--- src/usi_defs.svh ---
`ifndef USI_DEFS_SVH
`define USI_DEFS_SVH
`define USI_OFF_CTRL    8'h00
`define USI_OFF_MODE    8'h04
`define USI_OFF_STAT    8'h14
`define USI_OFF_RHR     8'h18
`define USI_OFF_THR     8'h1c
`define USI_OFF_BRGR    8'h20
`define USI_OFF_TTGR    8'h28
`define USI_OFF_FIDI    8'h40
`define USI_OFF_NER     8'h44
`define USI_OFF_IF      8'h4c
`define USI_MODE_RS485  4'h1
`define USI_MODE_T0     4'h4
`define USI_MODE_T1     4'h5
`define USI_MODE_IRDA   4'h8
`define USI_CR_RXEN     4
`define USI_CR_RXDIS    5
`define USI_CR_TXEN     6
`define USI_CR_TXDIS    7
`define USI_CR_RSTSTA   8
`define USI_CR_CLR_REP  13
`define USI_CR_CLR_INH  14
`define USI_MR_INH      20
`define USI_MR_DSN      21
`define USI_MR_ITER_LO  24
`define USI_MR_ITER_HI  26
`define USI_SR_RECEIVE_READY_FLAG    0
`define USI_SR_TXRDY    1
`define USI_SR_PARITY_ERROR_FLAG     7
`define USI_SR_TRANSMITTER_IDLE_FLAG  9
`define USI_SR_ITER     10
`define USI_SR_NACK_INHIBIT    13
`define USI_RST_FIDI    11'h174
`define USI_TALLY_MAX   8'hff
`define USI_IDX_PAR     4'h9
`define USI_IDX_STOP    4'ha
`define USI_IR_NUM      18'h3
`endif

--- src/usi_pkg.sv ---
package usi_pkg;
    typedef enum logic [1:0] {TX_IDLE, TX_BIT, TX_GUARD, TX_TG} usi_tx_t;
    typedef enum logic [2:0] {RX_IDLE, RX_BIT, RX_NACK, RX_GUARD, RX_STOP} usi_rx_t;
    typedef struct packed {
        usi_tx_t     tx_st;
        logic [15:0] tx_cnt;
        logic [3:0]  tx_bit;
        logic [10:0] tx_sh;
        logic [7:0]  tx_char;
        logic [7:0]  thr;
        logic        thr_full;
        logic [2:0]  iter;
        logic        nack_seen;
        usi_rx_t     rx_st;
        logic [15:0] rx_cnt;
        logic [3:0]  rx_bit;
        logic [8:0]  rx_sh;
        logic [7:0]  rhr;
        logic        receive_ready_flag;
        logic        parity_error_flag;
        logic        nack_inhibit;
        logic        iter_flag;
        logic [7:0]  tally;
        logic [2:0]  rx_nacks;
        logic        rx_en;
        logic        tx_en;
        logic [3:0]  mode;
        logic        inhibit;
        logic        successive_nack_limit;
        logic [2:0]  max_iter;
        logic [15:0] cd;
        logic [7:0]  tg;
        logic [10:0] fidi;
        logic [7:0]  ifv;
        logic [7:0]  flt;
        logic        flt_run;
        logic [15:0] dem_cnt;
        logic        dem_low;
        logic        s1;
        logic        s2;
        logic        s3;
        logic [31:0] rdata;
        logic        txd;
        logic        txd_en;
        logic        rts;
    } usi_state_t;
endpackage

--- src/usi_core.sv ---
`timescale 1ns/1ps
`include "usi_defs.svh"
// Contract
// - Mode 4 selects T0, 5 selects T1.
// - T0 character: start, eight data, parity, guard.
// - Transmitter releases line during guard time.
// - Receiver parity error drives one low bit.
// - T0 parity error discards character, sets flag.
// - Tally errors up to 255, read clears.
// - Inhibit: no error bit, set inhibit flag.
// - Inhibit: store character, no ready flag.
// - Repeat NACKed character up to limit times.
// - Flag when repetitions reach the limit.
// - Acknowledge stops repeats, clears counter.
// - Control clear command clears repeat flag.
// - NACK limit reached: accept, acknowledge, flag.
// - T1: one stop bit, parity generated, checked.
// - Infrared zero is three-sixteenths bit pulse.
// - Filter counter loads, falls count down.
// - Rising edge stops and reloads counter.
// - Counter zero drives receiver low one bit.
// - Driver control equals inverse transmitter idle.
// - Driver control high through timeguard.
module usi_core
    import usi_pkg::*;
(
    input  wire logic        core_clk,
    input  wire logic        reset_n,
    input  wire logic [7:0]  reg_addr,
    input  wire logic [31:0] reg_wdata,
    input  wire logic        reg_wr,
    input  wire logic        reg_rd,
    output logic      [31:0] reg_rdata,
    input  wire logic        rxd_i,
    output logic             txd_o,
    output logic             txd_oe,
    output logic             rts_o
);

    usi_state_t  st_r;
    usi_state_t  st_nxt;
    logic        t0;
    logic        iso;
    logic        irda;
    logic [15:0] bitlen;
    logic [17:0] pmul;
    logic [15:0] plen;
    logic        rx_line;
    logic        tx_end;
    logic        rx_end;
    logic        perr;
    logic        lim_hit;

    // ****************************************************************
    // Mode decode and bit timing.
    // ****************************************************************
    // mode decode.
    assign t0     = st_r.mode == `USI_MODE_T0;
    assign iso    = t0 || (st_r.mode == `USI_MODE_T1);
    assign irda   = st_r.mode == `USI_MODE_IRDA;
    assign bitlen = iso ? {5'h0, st_r.fidi} : st_r.cd;
    assign pmul   = {2'h0, bitlen} * `USI_IR_NUM;
    assign plen   = pmul[17:2] >> 2;
    assign tx_end = st_r.tx_cnt == bitlen - 16'h1;
    assign rx_end = st_r.rx_cnt == bitlen - 16'h1;
    assign rx_line = irda ? !st_r.dem_low : st_r.s2;
    assign perr    = ^st_r.rx_sh;
    assign lim_hit = st_r.successive_nack_limit && (st_r.rx_nacks == st_r.max_iter);

    always_comb begin
        st_nxt      = st_r;
        st_nxt.s1   = rxd_i;
        st_nxt.s2   = st_r.s1;
        st_nxt.s3   = st_r.s2;
        st_nxt.rdata = 32'h0;

        // ****************************************************************
        // Register port; clears come first so events below win.
        // ****************************************************************
        if (reg_wr) begin
            unique case (reg_addr)
                `USI_OFF_CTRL: begin
                    if (reg_wdata[`USI_CR_RXDIS]) st_nxt.rx_en = 1'b0;
                    else if (reg_wdata[`USI_CR_RXEN]) st_nxt.rx_en = 1'b1;
                    if (reg_wdata[`USI_CR_TXDIS]) st_nxt.tx_en = 1'b0;
                    else if (reg_wdata[`USI_CR_TXEN]) st_nxt.tx_en = 1'b1;
                    if (reg_wdata[`USI_CR_RSTSTA]) st_nxt.parity_error_flag = 1'b0;
                    if (reg_wdata[`USI_CR_CLR_REP]) st_nxt.iter_flag = 1'b0;
                    if (reg_wdata[`USI_CR_CLR_INH]) st_nxt.nack_inhibit = 1'b0;
                end
                `USI_OFF_MODE: begin
                    st_nxt.mode     = reg_wdata[3:0];
                    st_nxt.inhibit  = reg_wdata[`USI_MR_INH];
                    st_nxt.successive_nack_limit   = reg_wdata[`USI_MR_DSN];
                    st_nxt.max_iter = reg_wdata[`USI_MR_ITER_HI:`USI_MR_ITER_LO];
                end
                `USI_OFF_THR: begin
                    st_nxt.thr      = reg_wdata[7:0];
                    st_nxt.thr_full = 1'b1;
                end
                `USI_OFF_BRGR: st_nxt.cd   = reg_wdata[15:0];
                `USI_OFF_TTGR: st_nxt.tg   = reg_wdata[7:0];
                `USI_OFF_FIDI: st_nxt.fidi = reg_wdata[10:0];
                `USI_OFF_IF:   st_nxt.ifv  = reg_wdata[7:0];
                default: ;
            endcase
        end
        if (reg_rd) begin
            unique case (reg_addr)
                `USI_OFF_MODE: begin
                    st_nxt.rdata[3:0] = st_r.mode;
                    st_nxt.rdata[`USI_MR_INH] = st_r.inhibit;
                    st_nxt.rdata[`USI_MR_DSN] = st_r.successive_nack_limit;
                    st_nxt.rdata[`USI_MR_ITER_HI:`USI_MR_ITER_LO] = st_r.max_iter;
                end
                `USI_OFF_STAT: begin
                    st_nxt.rdata[`USI_SR_RECEIVE_READY_FLAG]   = st_r.receive_ready_flag;
                    st_nxt.rdata[`USI_SR_TXRDY]   = !st_r.thr_full;
                    st_nxt.rdata[`USI_SR_PARITY_ERROR_FLAG]    = st_r.parity_error_flag;
                    st_nxt.rdata[`USI_SR_TRANSMITTER_IDLE_FLAG] = (st_r.tx_st == TX_IDLE) && !st_r.thr_full;
                    st_nxt.rdata[`USI_SR_ITER]    = st_r.iter_flag;
                    st_nxt.rdata[`USI_SR_NACK_INHIBIT]   = st_r.nack_inhibit;
                end
                `USI_OFF_RHR: begin
                    st_nxt.rdata[7:0] = st_r.rhr;
                    st_nxt.receive_ready_flag      = 1'b0;
                end
                `USI_OFF_BRGR: st_nxt.rdata[15:0] = st_r.cd;
                `USI_OFF_TTGR: st_nxt.rdata[7:0]  = st_r.tg;
                `USI_OFF_FIDI: st_nxt.rdata[10:0] = st_r.fidi;
                `USI_OFF_NER: begin
                    st_nxt.rdata[7:0] = st_r.tally;
                    st_nxt.tally = 8'h0;
                end
                `USI_OFF_IF: st_nxt.rdata[7:0] = st_r.ifv;
                default: ;
            endcase
        end

        // ****************************************************************
        // Transmitter.
        // ****************************************************************
        unique case (st_r.tx_st)
            TX_IDLE: begin
                if (st_r.tx_en && st_r.thr_full) begin
                    st_nxt.tx_sh   = {1'b1, ^st_r.thr, st_r.thr, 1'b0};
                    st_nxt.tx_char = st_r.thr;
                    st_nxt.iter    = 3'h0;
                    st_nxt.tx_cnt  = 16'h0;
                    st_nxt.tx_bit  = 4'h0;
                    st_nxt.tx_st   = TX_BIT;
                    if (!(reg_wr && reg_addr == `USI_OFF_THR)) st_nxt.thr_full = 1'b0;
                end
            end
            TX_BIT: begin
                st_nxt.tx_cnt = st_r.tx_cnt + 16'h1;
                if (tx_end) begin
                    st_nxt.tx_cnt = 16'h0;
                    st_nxt.tx_bit = st_r.tx_bit + 4'h1;
                    if (t0 && st_r.tx_bit == `USI_IDX_PAR) begin
                        st_nxt.tx_bit    = 4'h0;
                        st_nxt.nack_seen = 1'b0;
                        st_nxt.tx_st     = TX_GUARD;
                    end else if (st_r.tx_bit == `USI_IDX_STOP) begin
                        st_nxt.tx_bit = 4'h0;
                        st_nxt.tx_st  = (st_r.tg != 8'h0) ? TX_TG : TX_IDLE;
                    end
                end
            end
            TX_GUARD: begin
                st_nxt.tx_cnt = st_r.tx_cnt + 16'h1;
                if (st_r.tx_bit == 4'h0 && st_r.tx_cnt == (bitlen >> 1) && !st_r.s2) begin
                    st_nxt.nack_seen = 1'b1;
                end
                if (tx_end) begin
                    st_nxt.tx_cnt = 16'h0;
                    st_nxt.tx_bit = st_r.tx_bit + 4'h1;
                    if (st_r.tx_bit == (st_r.nack_seen ? 4'h2 : 4'h1)) begin
                        st_nxt.tx_bit = 4'h0;
                        st_nxt.tx_st  = (st_r.tg != 8'h0) ? TX_TG : TX_IDLE;
                        if (!st_r.nack_seen) begin
                            st_nxt.iter = 3'h0;
                        end else if (st_r.max_iter != 3'h0 && st_r.iter < st_r.max_iter) begin
                            st_nxt.iter  = st_r.iter + 3'h1;
                            st_nxt.tx_sh = {1'b1, ^st_r.tx_char, st_r.tx_char, 1'b0};
                            st_nxt.tx_st = TX_BIT;
                            if (st_r.iter + 3'h1 == st_r.max_iter) st_nxt.iter_flag = 1'b1;
                        end
                    end
                end
            end
            TX_TG: begin
                st_nxt.tx_cnt = st_r.tx_cnt + 16'h1;
                if (tx_end) begin
                    st_nxt.tx_cnt = 16'h0;
                    st_nxt.tx_bit = st_r.tx_bit + 4'h1;
                    if ({4'h0, st_r.tx_bit} == st_r.tg - 8'h1) begin
                        st_nxt.tx_bit = 4'h0;
                        st_nxt.tx_st  = TX_IDLE;
                    end
                end
            end
        endcase

        // ****************************************************************
        // Receiver.
        // ****************************************************************
        unique case (st_r.rx_st)
            RX_IDLE: begin
                if (st_r.rx_en && !rx_line) begin
                    st_nxt.rx_cnt = 16'h0;
                    st_nxt.rx_bit = 4'h0;
                    st_nxt.rx_st  = RX_BIT;
                end
            end
            RX_BIT: begin
                st_nxt.rx_cnt = st_r.rx_cnt + 16'h1;
                if (st_r.rx_cnt == (bitlen >> 1) && st_r.rx_bit != 4'h0) st_nxt.rx_sh = {rx_line, st_r.rx_sh[8:1]};
                if (rx_end) begin
                    st_nxt.rx_cnt = 16'h0;
                    st_nxt.rx_bit = st_r.rx_bit + 4'h1;
                    if (st_r.rx_bit == `USI_IDX_PAR) begin
                        st_nxt.rx_bit = 4'h0;
                        st_nxt.rx_st  = t0 ? RX_IDLE : RX_STOP;
                        if (!perr) begin
                            st_nxt.rhr      = st_r.rx_sh[7:0];
                            st_nxt.receive_ready_flag    = 1'b1;
                            st_nxt.rx_nacks = 3'h0;
                        end else begin
                            st_nxt.parity_error_flag = 1'b1;
                            if (st_nxt.tally != `USI_TALLY_MAX) st_nxt.tally = st_nxt.tally + 8'h1;
                            if (!t0) begin
                                st_nxt.rhr   = st_r.rx_sh[7:0];
                                st_nxt.receive_ready_flag = 1'b1;
                            end else if (st_r.inhibit) begin
                                st_nxt.rhr   = st_r.rx_sh[7:0];
                                st_nxt.nack_inhibit = 1'b1;
                            end else if (lim_hit) begin
                                st_nxt.rhr       = st_r.rx_sh[7:0];
                                st_nxt.receive_ready_flag     = 1'b1;
                                st_nxt.iter_flag = 1'b1;
                                st_nxt.rx_nacks  = 3'h0;
                            end else begin
                                st_nxt.rx_nacks = st_r.rx_nacks + 3'h1;
                                st_nxt.rx_st    = RX_NACK;
                            end
                        end
                    end
                end
            end
            RX_NACK, RX_GUARD, RX_STOP: begin
                st_nxt.rx_cnt = st_r.rx_cnt + 16'h1;
                if (rx_end) begin
                    st_nxt.rx_cnt = 16'h0;
                    st_nxt.rx_st  = (st_r.rx_st == RX_NACK) ? RX_GUARD : RX_IDLE;
                end
            end
        endcase

        // ****************************************************************
        // Infrared demodulator filter.
        // ****************************************************************
        if (!irda) begin
            st_nxt.flt     = st_r.ifv;
            st_nxt.flt_run = 1'b0;
            st_nxt.dem_low = 1'b0;
        end else begin
            if (st_r.dem_low) begin
                st_nxt.dem_cnt = st_r.dem_cnt + 16'h1;
                if (st_r.dem_cnt == bitlen - 16'h1) st_nxt.dem_low = 1'b0;
            end
            if (!st_r.s3 && st_r.s2) begin
                st_nxt.flt_run = 1'b0;
                st_nxt.flt     = st_r.ifv;
            end else if (st_r.s3 && !st_r.s2) begin
                st_nxt.flt_run = 1'b1;
                st_nxt.flt     = st_r.ifv;
            end else if (st_r.flt_run) begin
                if (st_r.flt == 8'h0) begin
                    st_nxt.flt_run = 1'b0;
                    st_nxt.flt     = st_r.ifv;
                    st_nxt.dem_low = 1'b1;
                    st_nxt.dem_cnt = 16'h0;
                end else begin
                    st_nxt.flt = st_r.flt - 8'h1;
                end
            end
        end

        // ****************************************************************
        // Pin drive, taken from the next state so pins come from flops.
        // ****************************************************************
        if (st_nxt.rx_st == RX_NACK) begin
            st_nxt.txd_en = 1'b1;
            st_nxt.txd    = 1'b0;
        end else if (iso) begin
            st_nxt.txd_en = st_nxt.tx_st == TX_BIT;
            st_nxt.txd    = st_nxt.tx_sh[st_nxt.tx_bit];
        end else if (irda) begin
            st_nxt.txd_en = 1'b1;
            st_nxt.txd    = (st_nxt.tx_st == TX_BIT) && !st_nxt.tx_sh[st_nxt.tx_bit]
                            && (st_nxt.tx_cnt < plen);
        end else begin
            st_nxt.txd_en = 1'b1;
            st_nxt.txd    = (st_nxt.tx_st == TX_BIT) ? st_nxt.tx_sh[st_nxt.tx_bit] : 1'b1;
        end
        st_nxt.rts = (st_nxt.mode == `USI_MODE_RS485)
                     && !((st_nxt.tx_st == TX_IDLE) && !st_nxt.thr_full);
    end

    always_ff @(posedge core_clk or negedge reset_n) begin
        if (!reset_n) begin
            st_r      <= '0;
            st_r.fidi <= `USI_RST_FIDI;
            st_r.txd  <= 1'b1;
            st_r.s1   <= 1'b1;
            st_r.s2   <= 1'b1;
            st_r.s3   <= 1'b1;
        end else begin
            st_r <= st_nxt;
        end
    end

    assign reg_rdata = st_r.rdata;
    assign txd_o     = st_r.txd;
    assign txd_oe    = st_r.txd_en;
    assign rts_o     = st_r.rts;
endmodule // usi_core

--- config.mk ---
export PLATFORM = sky130hd
export DESIGN_NAME = usi_core
export DESIGN_NICKNAME = d
export VERILOG_FILES = /design/src/usi_pkg.sv /design/src/usi_core.sv
export VERILOG_INCLUDE_DIRS = /design/src
export SDC_FILE = /design/constraint.sdc
export NUM_CORES = 1
export LEC_CHECK = 0
export ABC_AREA = 0
export BUFFER_PORTS_ARGS = -buffer_cell sky130_fd_sc_hd__buf_2
export CAP_MARGIN = 20
export CORE_ASPECT_RATIO = 1.75
export CORE_UTILIZATION = 55
export DETAILED_ROUTE_END_ITERATION = 6
export PLACE_DENSITY = 0.77
export SLEW_MARGIN = 20
export SYNTH_ARGS = -nofsm -noshare
export SYNTH_HDL_FRONTEND = slang
export SYNTH_SLANG_ARGS = --single-unit
--- constraint.sdc ---
create_clock -name core_clk -period 7.2 [get_ports core_clk]
set_input_delay 1.08 -clock core_clk [delete_from_list [all_inputs] [get_ports core_clk]]
set_output_delay 1.08 -clock core_clk [all_outputs]
set_load 0.01 [all_outputs]
==> tab_implementation.tex <==
\begin{tabular}{lr}
\hline
Metric & Value \\
\hline
\multicolumn{2}{l}{\textbf{CTS}} \\
\quad Cts bufs inserted & 22 \\
\quad Hold-fix buffer count after cts & 0 \\
\quad CTS tree & yes \\
\quad TritonCTS sink count & 216 \\
\quad Number of resized instances in the post-cts repair step & 0 \\
\quad Cell at the root of the clock tree & clkbuf\_16 \\
\quad Clock latency on the worst-skew pair & 0.54 ns \\
\quad Clock slew at the register clock pins of the worst setup and hold paths & 0.06 ns \\
\quad Maximum buffer depth of the clock tree & 3 \\
\quad Number of levels the H-tree was split into & 1 \\
\quad Post-CTS setup buffer count & 0 \\
\multicolumn{2}{l}{\textbf{Setup path}} \\
\quad Delay-heaviest family, CP & simple AND/OR/NAND/NOR gates \\
\quad Max stage delay cell, worst path & nor3\_1 \\
\quad Setup crit end kind & flop \\
\quad R2R cell count & 23 \\
\quad Critical path, cell by cell & nor3b\_2, buf\_4, mux2i\_1, ha\_1, and4\_1, nand3\_1, xnor2\_1, xnor2\_1, nand4b\_1, nor3\_1, nor2\_1, nand2\_1, o21ai\_0, ha\_1, a21o\_1, a21o\_1, a21oi\_1, nor2b\_1, o21ai\_0, o211ai\_1, nor3\_1, nand4\_1, o22ai\_1 \\
\quad Worst path arrival time & 7.00 ns \\
\quad CP Class & flop to flop \\
\quad Max Fanout on Critical Path & 9 \\
\quad Buffers plus inverters on the worst setup path & 1 \\
\quad Nature of the critical path startpoint & flop \\
\quad Startpoint of the lowest-slack register-to-register path & st\_r[113] \\
\quad Max incr delay on CP & 0.63 ns \\
\quad Crit path launch & st\_r[113] \\
\quad Endpoint of the worst-slack reg-to-reg timing path & txd\_o \\
\quad Reg2reg setup slack & 0.65 ns \\
\quad Data required time at the worst endpoint & 7.66 ns \\
\multicolumn{2}{l}{\textbf{Finish}} \\
\quad Multi-input gate area & 7710 sq um \\
\quad Number of standard cells in the final layout excluding fillers & 1786 \\
\quad Area taken by flip-flops and latches & 5420 sq um \\
\quad Fraction of final layout cells with drive strength greater than 1 & 15.3\% \\
\quad Nets@finish & 1568 \\
\quad Summed area of non-filler cells in the final layout & 14800 sq um \\
\quad Area growth from synthesis to layout & 8.26\% \\
\quad Number of fill cells in the layout & 2141 \\
\multicolumn{2}{l}{\textbf{Synthesis}} \\
\quad Cell area after synthesis & 13700 sq um \\
\quad Most used flip-flop cell after synthesis & dfrtp\_1 \\
\quad FF+latch count, synth & 216 \\
\quad Most common cell in the netlist & dfrtp\_1 \\
\quad Post-synth EDFFs & 0 \\
\quad Average instance area after synthesis & 9.60 sq um \\
\quad Synth unique cells & 76 \\
\quad Top cells by instance count after synthesis & dfrtp\_1, nand2\_1, nor2\_1, o21ai\_0, xnor2\_1 \\
\quad Syn Inst Count & 1427 \\
\quad Number of warnings reported in the yosys synthesis log & 0 \\
\quad Sequential cell area fraction in the yosys report & 39.5\% \\
\quad Async set or reset register ratio after synthesis & 100\% \\
\quad Largest cells by area after synthesis & dfrtp\_1, mux2\_2, xnor2\_1, ha\_1, xor2\_1 \\
\quad Yosys top cell area share & 37.8\% \\
\quad Biggest area consumer among synthesized cells & dfrtp\_1 \\
\multicolumn{2}{l}{\textbf{STA}} \\
\quad Actual transition at the worst max-transition pin & 1.05 ns \\
\quad Maximum achievable frequency & 0.153 GHz \\
\quad Unrepaired setup endpoints after global routing & false \\
\quad Final slew viol count & 0 \\
\quad Setup TNS after final layout & 0 ns \\
\quad Final WS setup & 0.652 ns \\
\quad Final clock period utilization by the worst path & 90.9\% \\
\quad Worst Hold Slack & 0.355 ns \\
\quad \# setup viols final & 0 \\
\quad Fin. Hold Viols & 0 \\
\quad Final critical-path required period & 6.55 ns \\
\quad Normalized max-slew margin & 29.8\% \\
\quad Worst setup skew after layout & 0.0112 ns \\
\multicolumn{2}{l}{\textbf{Place}} \\
\quad Post-place setup slack & 0.849 ns \\
\quad Post-placement cell area & 14200 sq um \\
\quad Global placer's final weighted congestion & 0.949 \\
\quad Placed cell count & 1746 \\
\quad Buffers on Ports & 57 \\
\quad Dpl hpwl & 28600 um \\
\multicolumn{2}{l}{\textbf{Hold path}} \\
\quad Hold Crit Start & st\_nxt[36] \\
\quad Hold Path Depth & 0 \\
\quad Class of the tightest hold or removal check & flop to flop \\
\quad Hold path endpoint & st\_nxt[35] \\
\multicolumn{2}{l}{\textbf{Detailed routing}} \\
\quad DRC marker count from the first detailed-route iteration & 731 \\
\quad Count of TritonRoute iterations in the first routing pass & 6 \\
\quad Post-Route M1 WL & 13400 um \\
\quad Uppermost metal layer occupied by signal nets & met4 \\
\quad Routed vias & 11100 \\
\quad Total length of routed wires & 37900 um \\
\quad Antenna Nets Post-Route & 0 \\
\quad DRC violation count after routing & 0 \\
\quad Via density & 6.22 \\
\quad Routed wire per std cell & 21.2 um \\
\quad Routed length on met3 & 1730 um \\
\quad Met2 wire length & 19500 um \\
\multicolumn{2}{l}{\textbf{Global routing}} \\
\quad Total global routing track utilization & 30.5\% \\
\quad Wire length of the first global-routing pass & 59300 um \\
\quad Global route overflow & 0 \\
\quad Vias in the first global route & 11200 \\
\quad Largest net degree at the start of global routing & 94 \\
\quad Initial antenna violation count & 1 \\
\multicolumn{2}{l}{\textbf{Floorplanning}} \\
\quad Placeable core area & 24500 sq um \\
\quad Initial core utilization & 55.8\% \\
\quad Total die area & 25600 sq um \\
\quad Die outline height & 211 um \\
\quad Std-Cell Rows & 76 \\
\quad Ports & 80 \\
\quad Width of the chip & 121 um \\
\multicolumn{2}{l}{\textbf{Power and ir drop}} \\
\quad VDD IR-drop max & 0.182 mV \\
\quad Power density over the cells & 218 nW/um\^{}2 \\
\quad Static leakage & 7.06 nW \\
\multicolumn{2}{l}{\textbf{Status}} \\
\quad Status & complete, no violations \\
\multicolumn{2}{l}{\textbf{Run}} \\
\quad Number of violations of the max-capacitance limit & 0 \\
\hline
\end{tabular}
[stage by stage]
stage | power (W) | utilization (%)
final | 0.00323 | 60.5
after CTS | 0.00324 | 60.4
after global placement | 0.00213 | 57.7
after global routing | 0.00337 | 60.5
after detailed placement | 0.00215 | 57.7
after floorplan | 0.00191 | -
[how the worst max path moves through the flow]
stage,slack [ns],endpoint,depth (start not counted)
after floorplan,1.20,txd_o,29
after global placement,0.91,txd_o,23
after detailed placement,0.85,txd_o,23
after CTS,0.81,txd_o,23
after global routing,0.30,txd_o,23
final,0.65,txd_o,23
[layout by cell type (no fill, tap or decap), drive strengths merged, types with 8 or more instances in the layout]
cell | netlist | routed
a211oi | 9 | 9
a21o | 19 | 19
a21oi | 45 | 45
a22oi | 28 | 28
a31oi | 11 | 11
and2 | 16 | 16
and3 | 37 | 37
buf | 39 | 78
clkbuf | 42 | 29
clkinv | 1 | 11
conb | 1 | 11
dfrtp | 207 | 207
dfstp | 9 | 9
ha | 65 | 65
inv | 51 | 51
mux2 | 80 | 80
mux2i | 13 | 13
nand2 | 122 | 122
nand2b | 15 | 15
nand3 | 39 | 39
nand3b | 11 | 11
nand4 | 22 | 22
nor2 | 104 | 104
nor2b | 11 | 11
nor3 | 33 | 33
nor3b | 8 | 8
nor4 | 14 | 14
o21ai | 98 | 98
o31ai | 8 | 8
or3 | 13 | 13
xnor2 | 94 | 94
xnor3 | 8 | 8
xor2 | 58 | 58
[report_power, final]
part	leakage [nW]	internal (W)	switching (W)	total [W]
logic	3.80	0.000309	0.000457	0.000766
registers	2.93	0.00128	0.0000982	0.00138
clock network	0.334	0.000588	0.000501	0.00109
[flip-flops by register name (all words and copies together) (netlist names)]
| signal | cells |
|---|---|
| reg_rdata | 21 |
| st_r | 190 |
| txd_o | 1 |
| rts_o | 1 |
| txd_oe | 1 |
| st_nxt | 2 |
[cells by family after synthesis]
family	synth area share (%)
AND/OR/NAND/NOR	17.7
multiplexers	7.52
flip-flops	39.5
buffers and inverters	4.61
AO/OA/AOI/OAI	13.7
XOR/XNOR	11.0
other	0.0274
adder cells (fa/ha/maj)	5.94
[routing by layer]
metal  track usage (%)  up-vias
met1              32.6     5433
met4              24.5        0
met5             0.605        -
li1                  -     5096
met3              3.48      171
met2              53.4      405
[layout make-up]
| type | count | share of cell area [%] |
|---|---|---|
| multi-input combinational | 1088 | 52.0 |
| antenna | 1 | 0.0169 |
| sequential | 216 | 36.5 |
| inverter | 52 | 1.32 |
| clock buffer | 29 | 4.02 |
| timing repair buffer | 78 | 3.05 |
| tap | 312 | 2.63 |
| clock inverter | 10 | 0.464 |
Note: power is estimated with default switching activity, not from simulation.
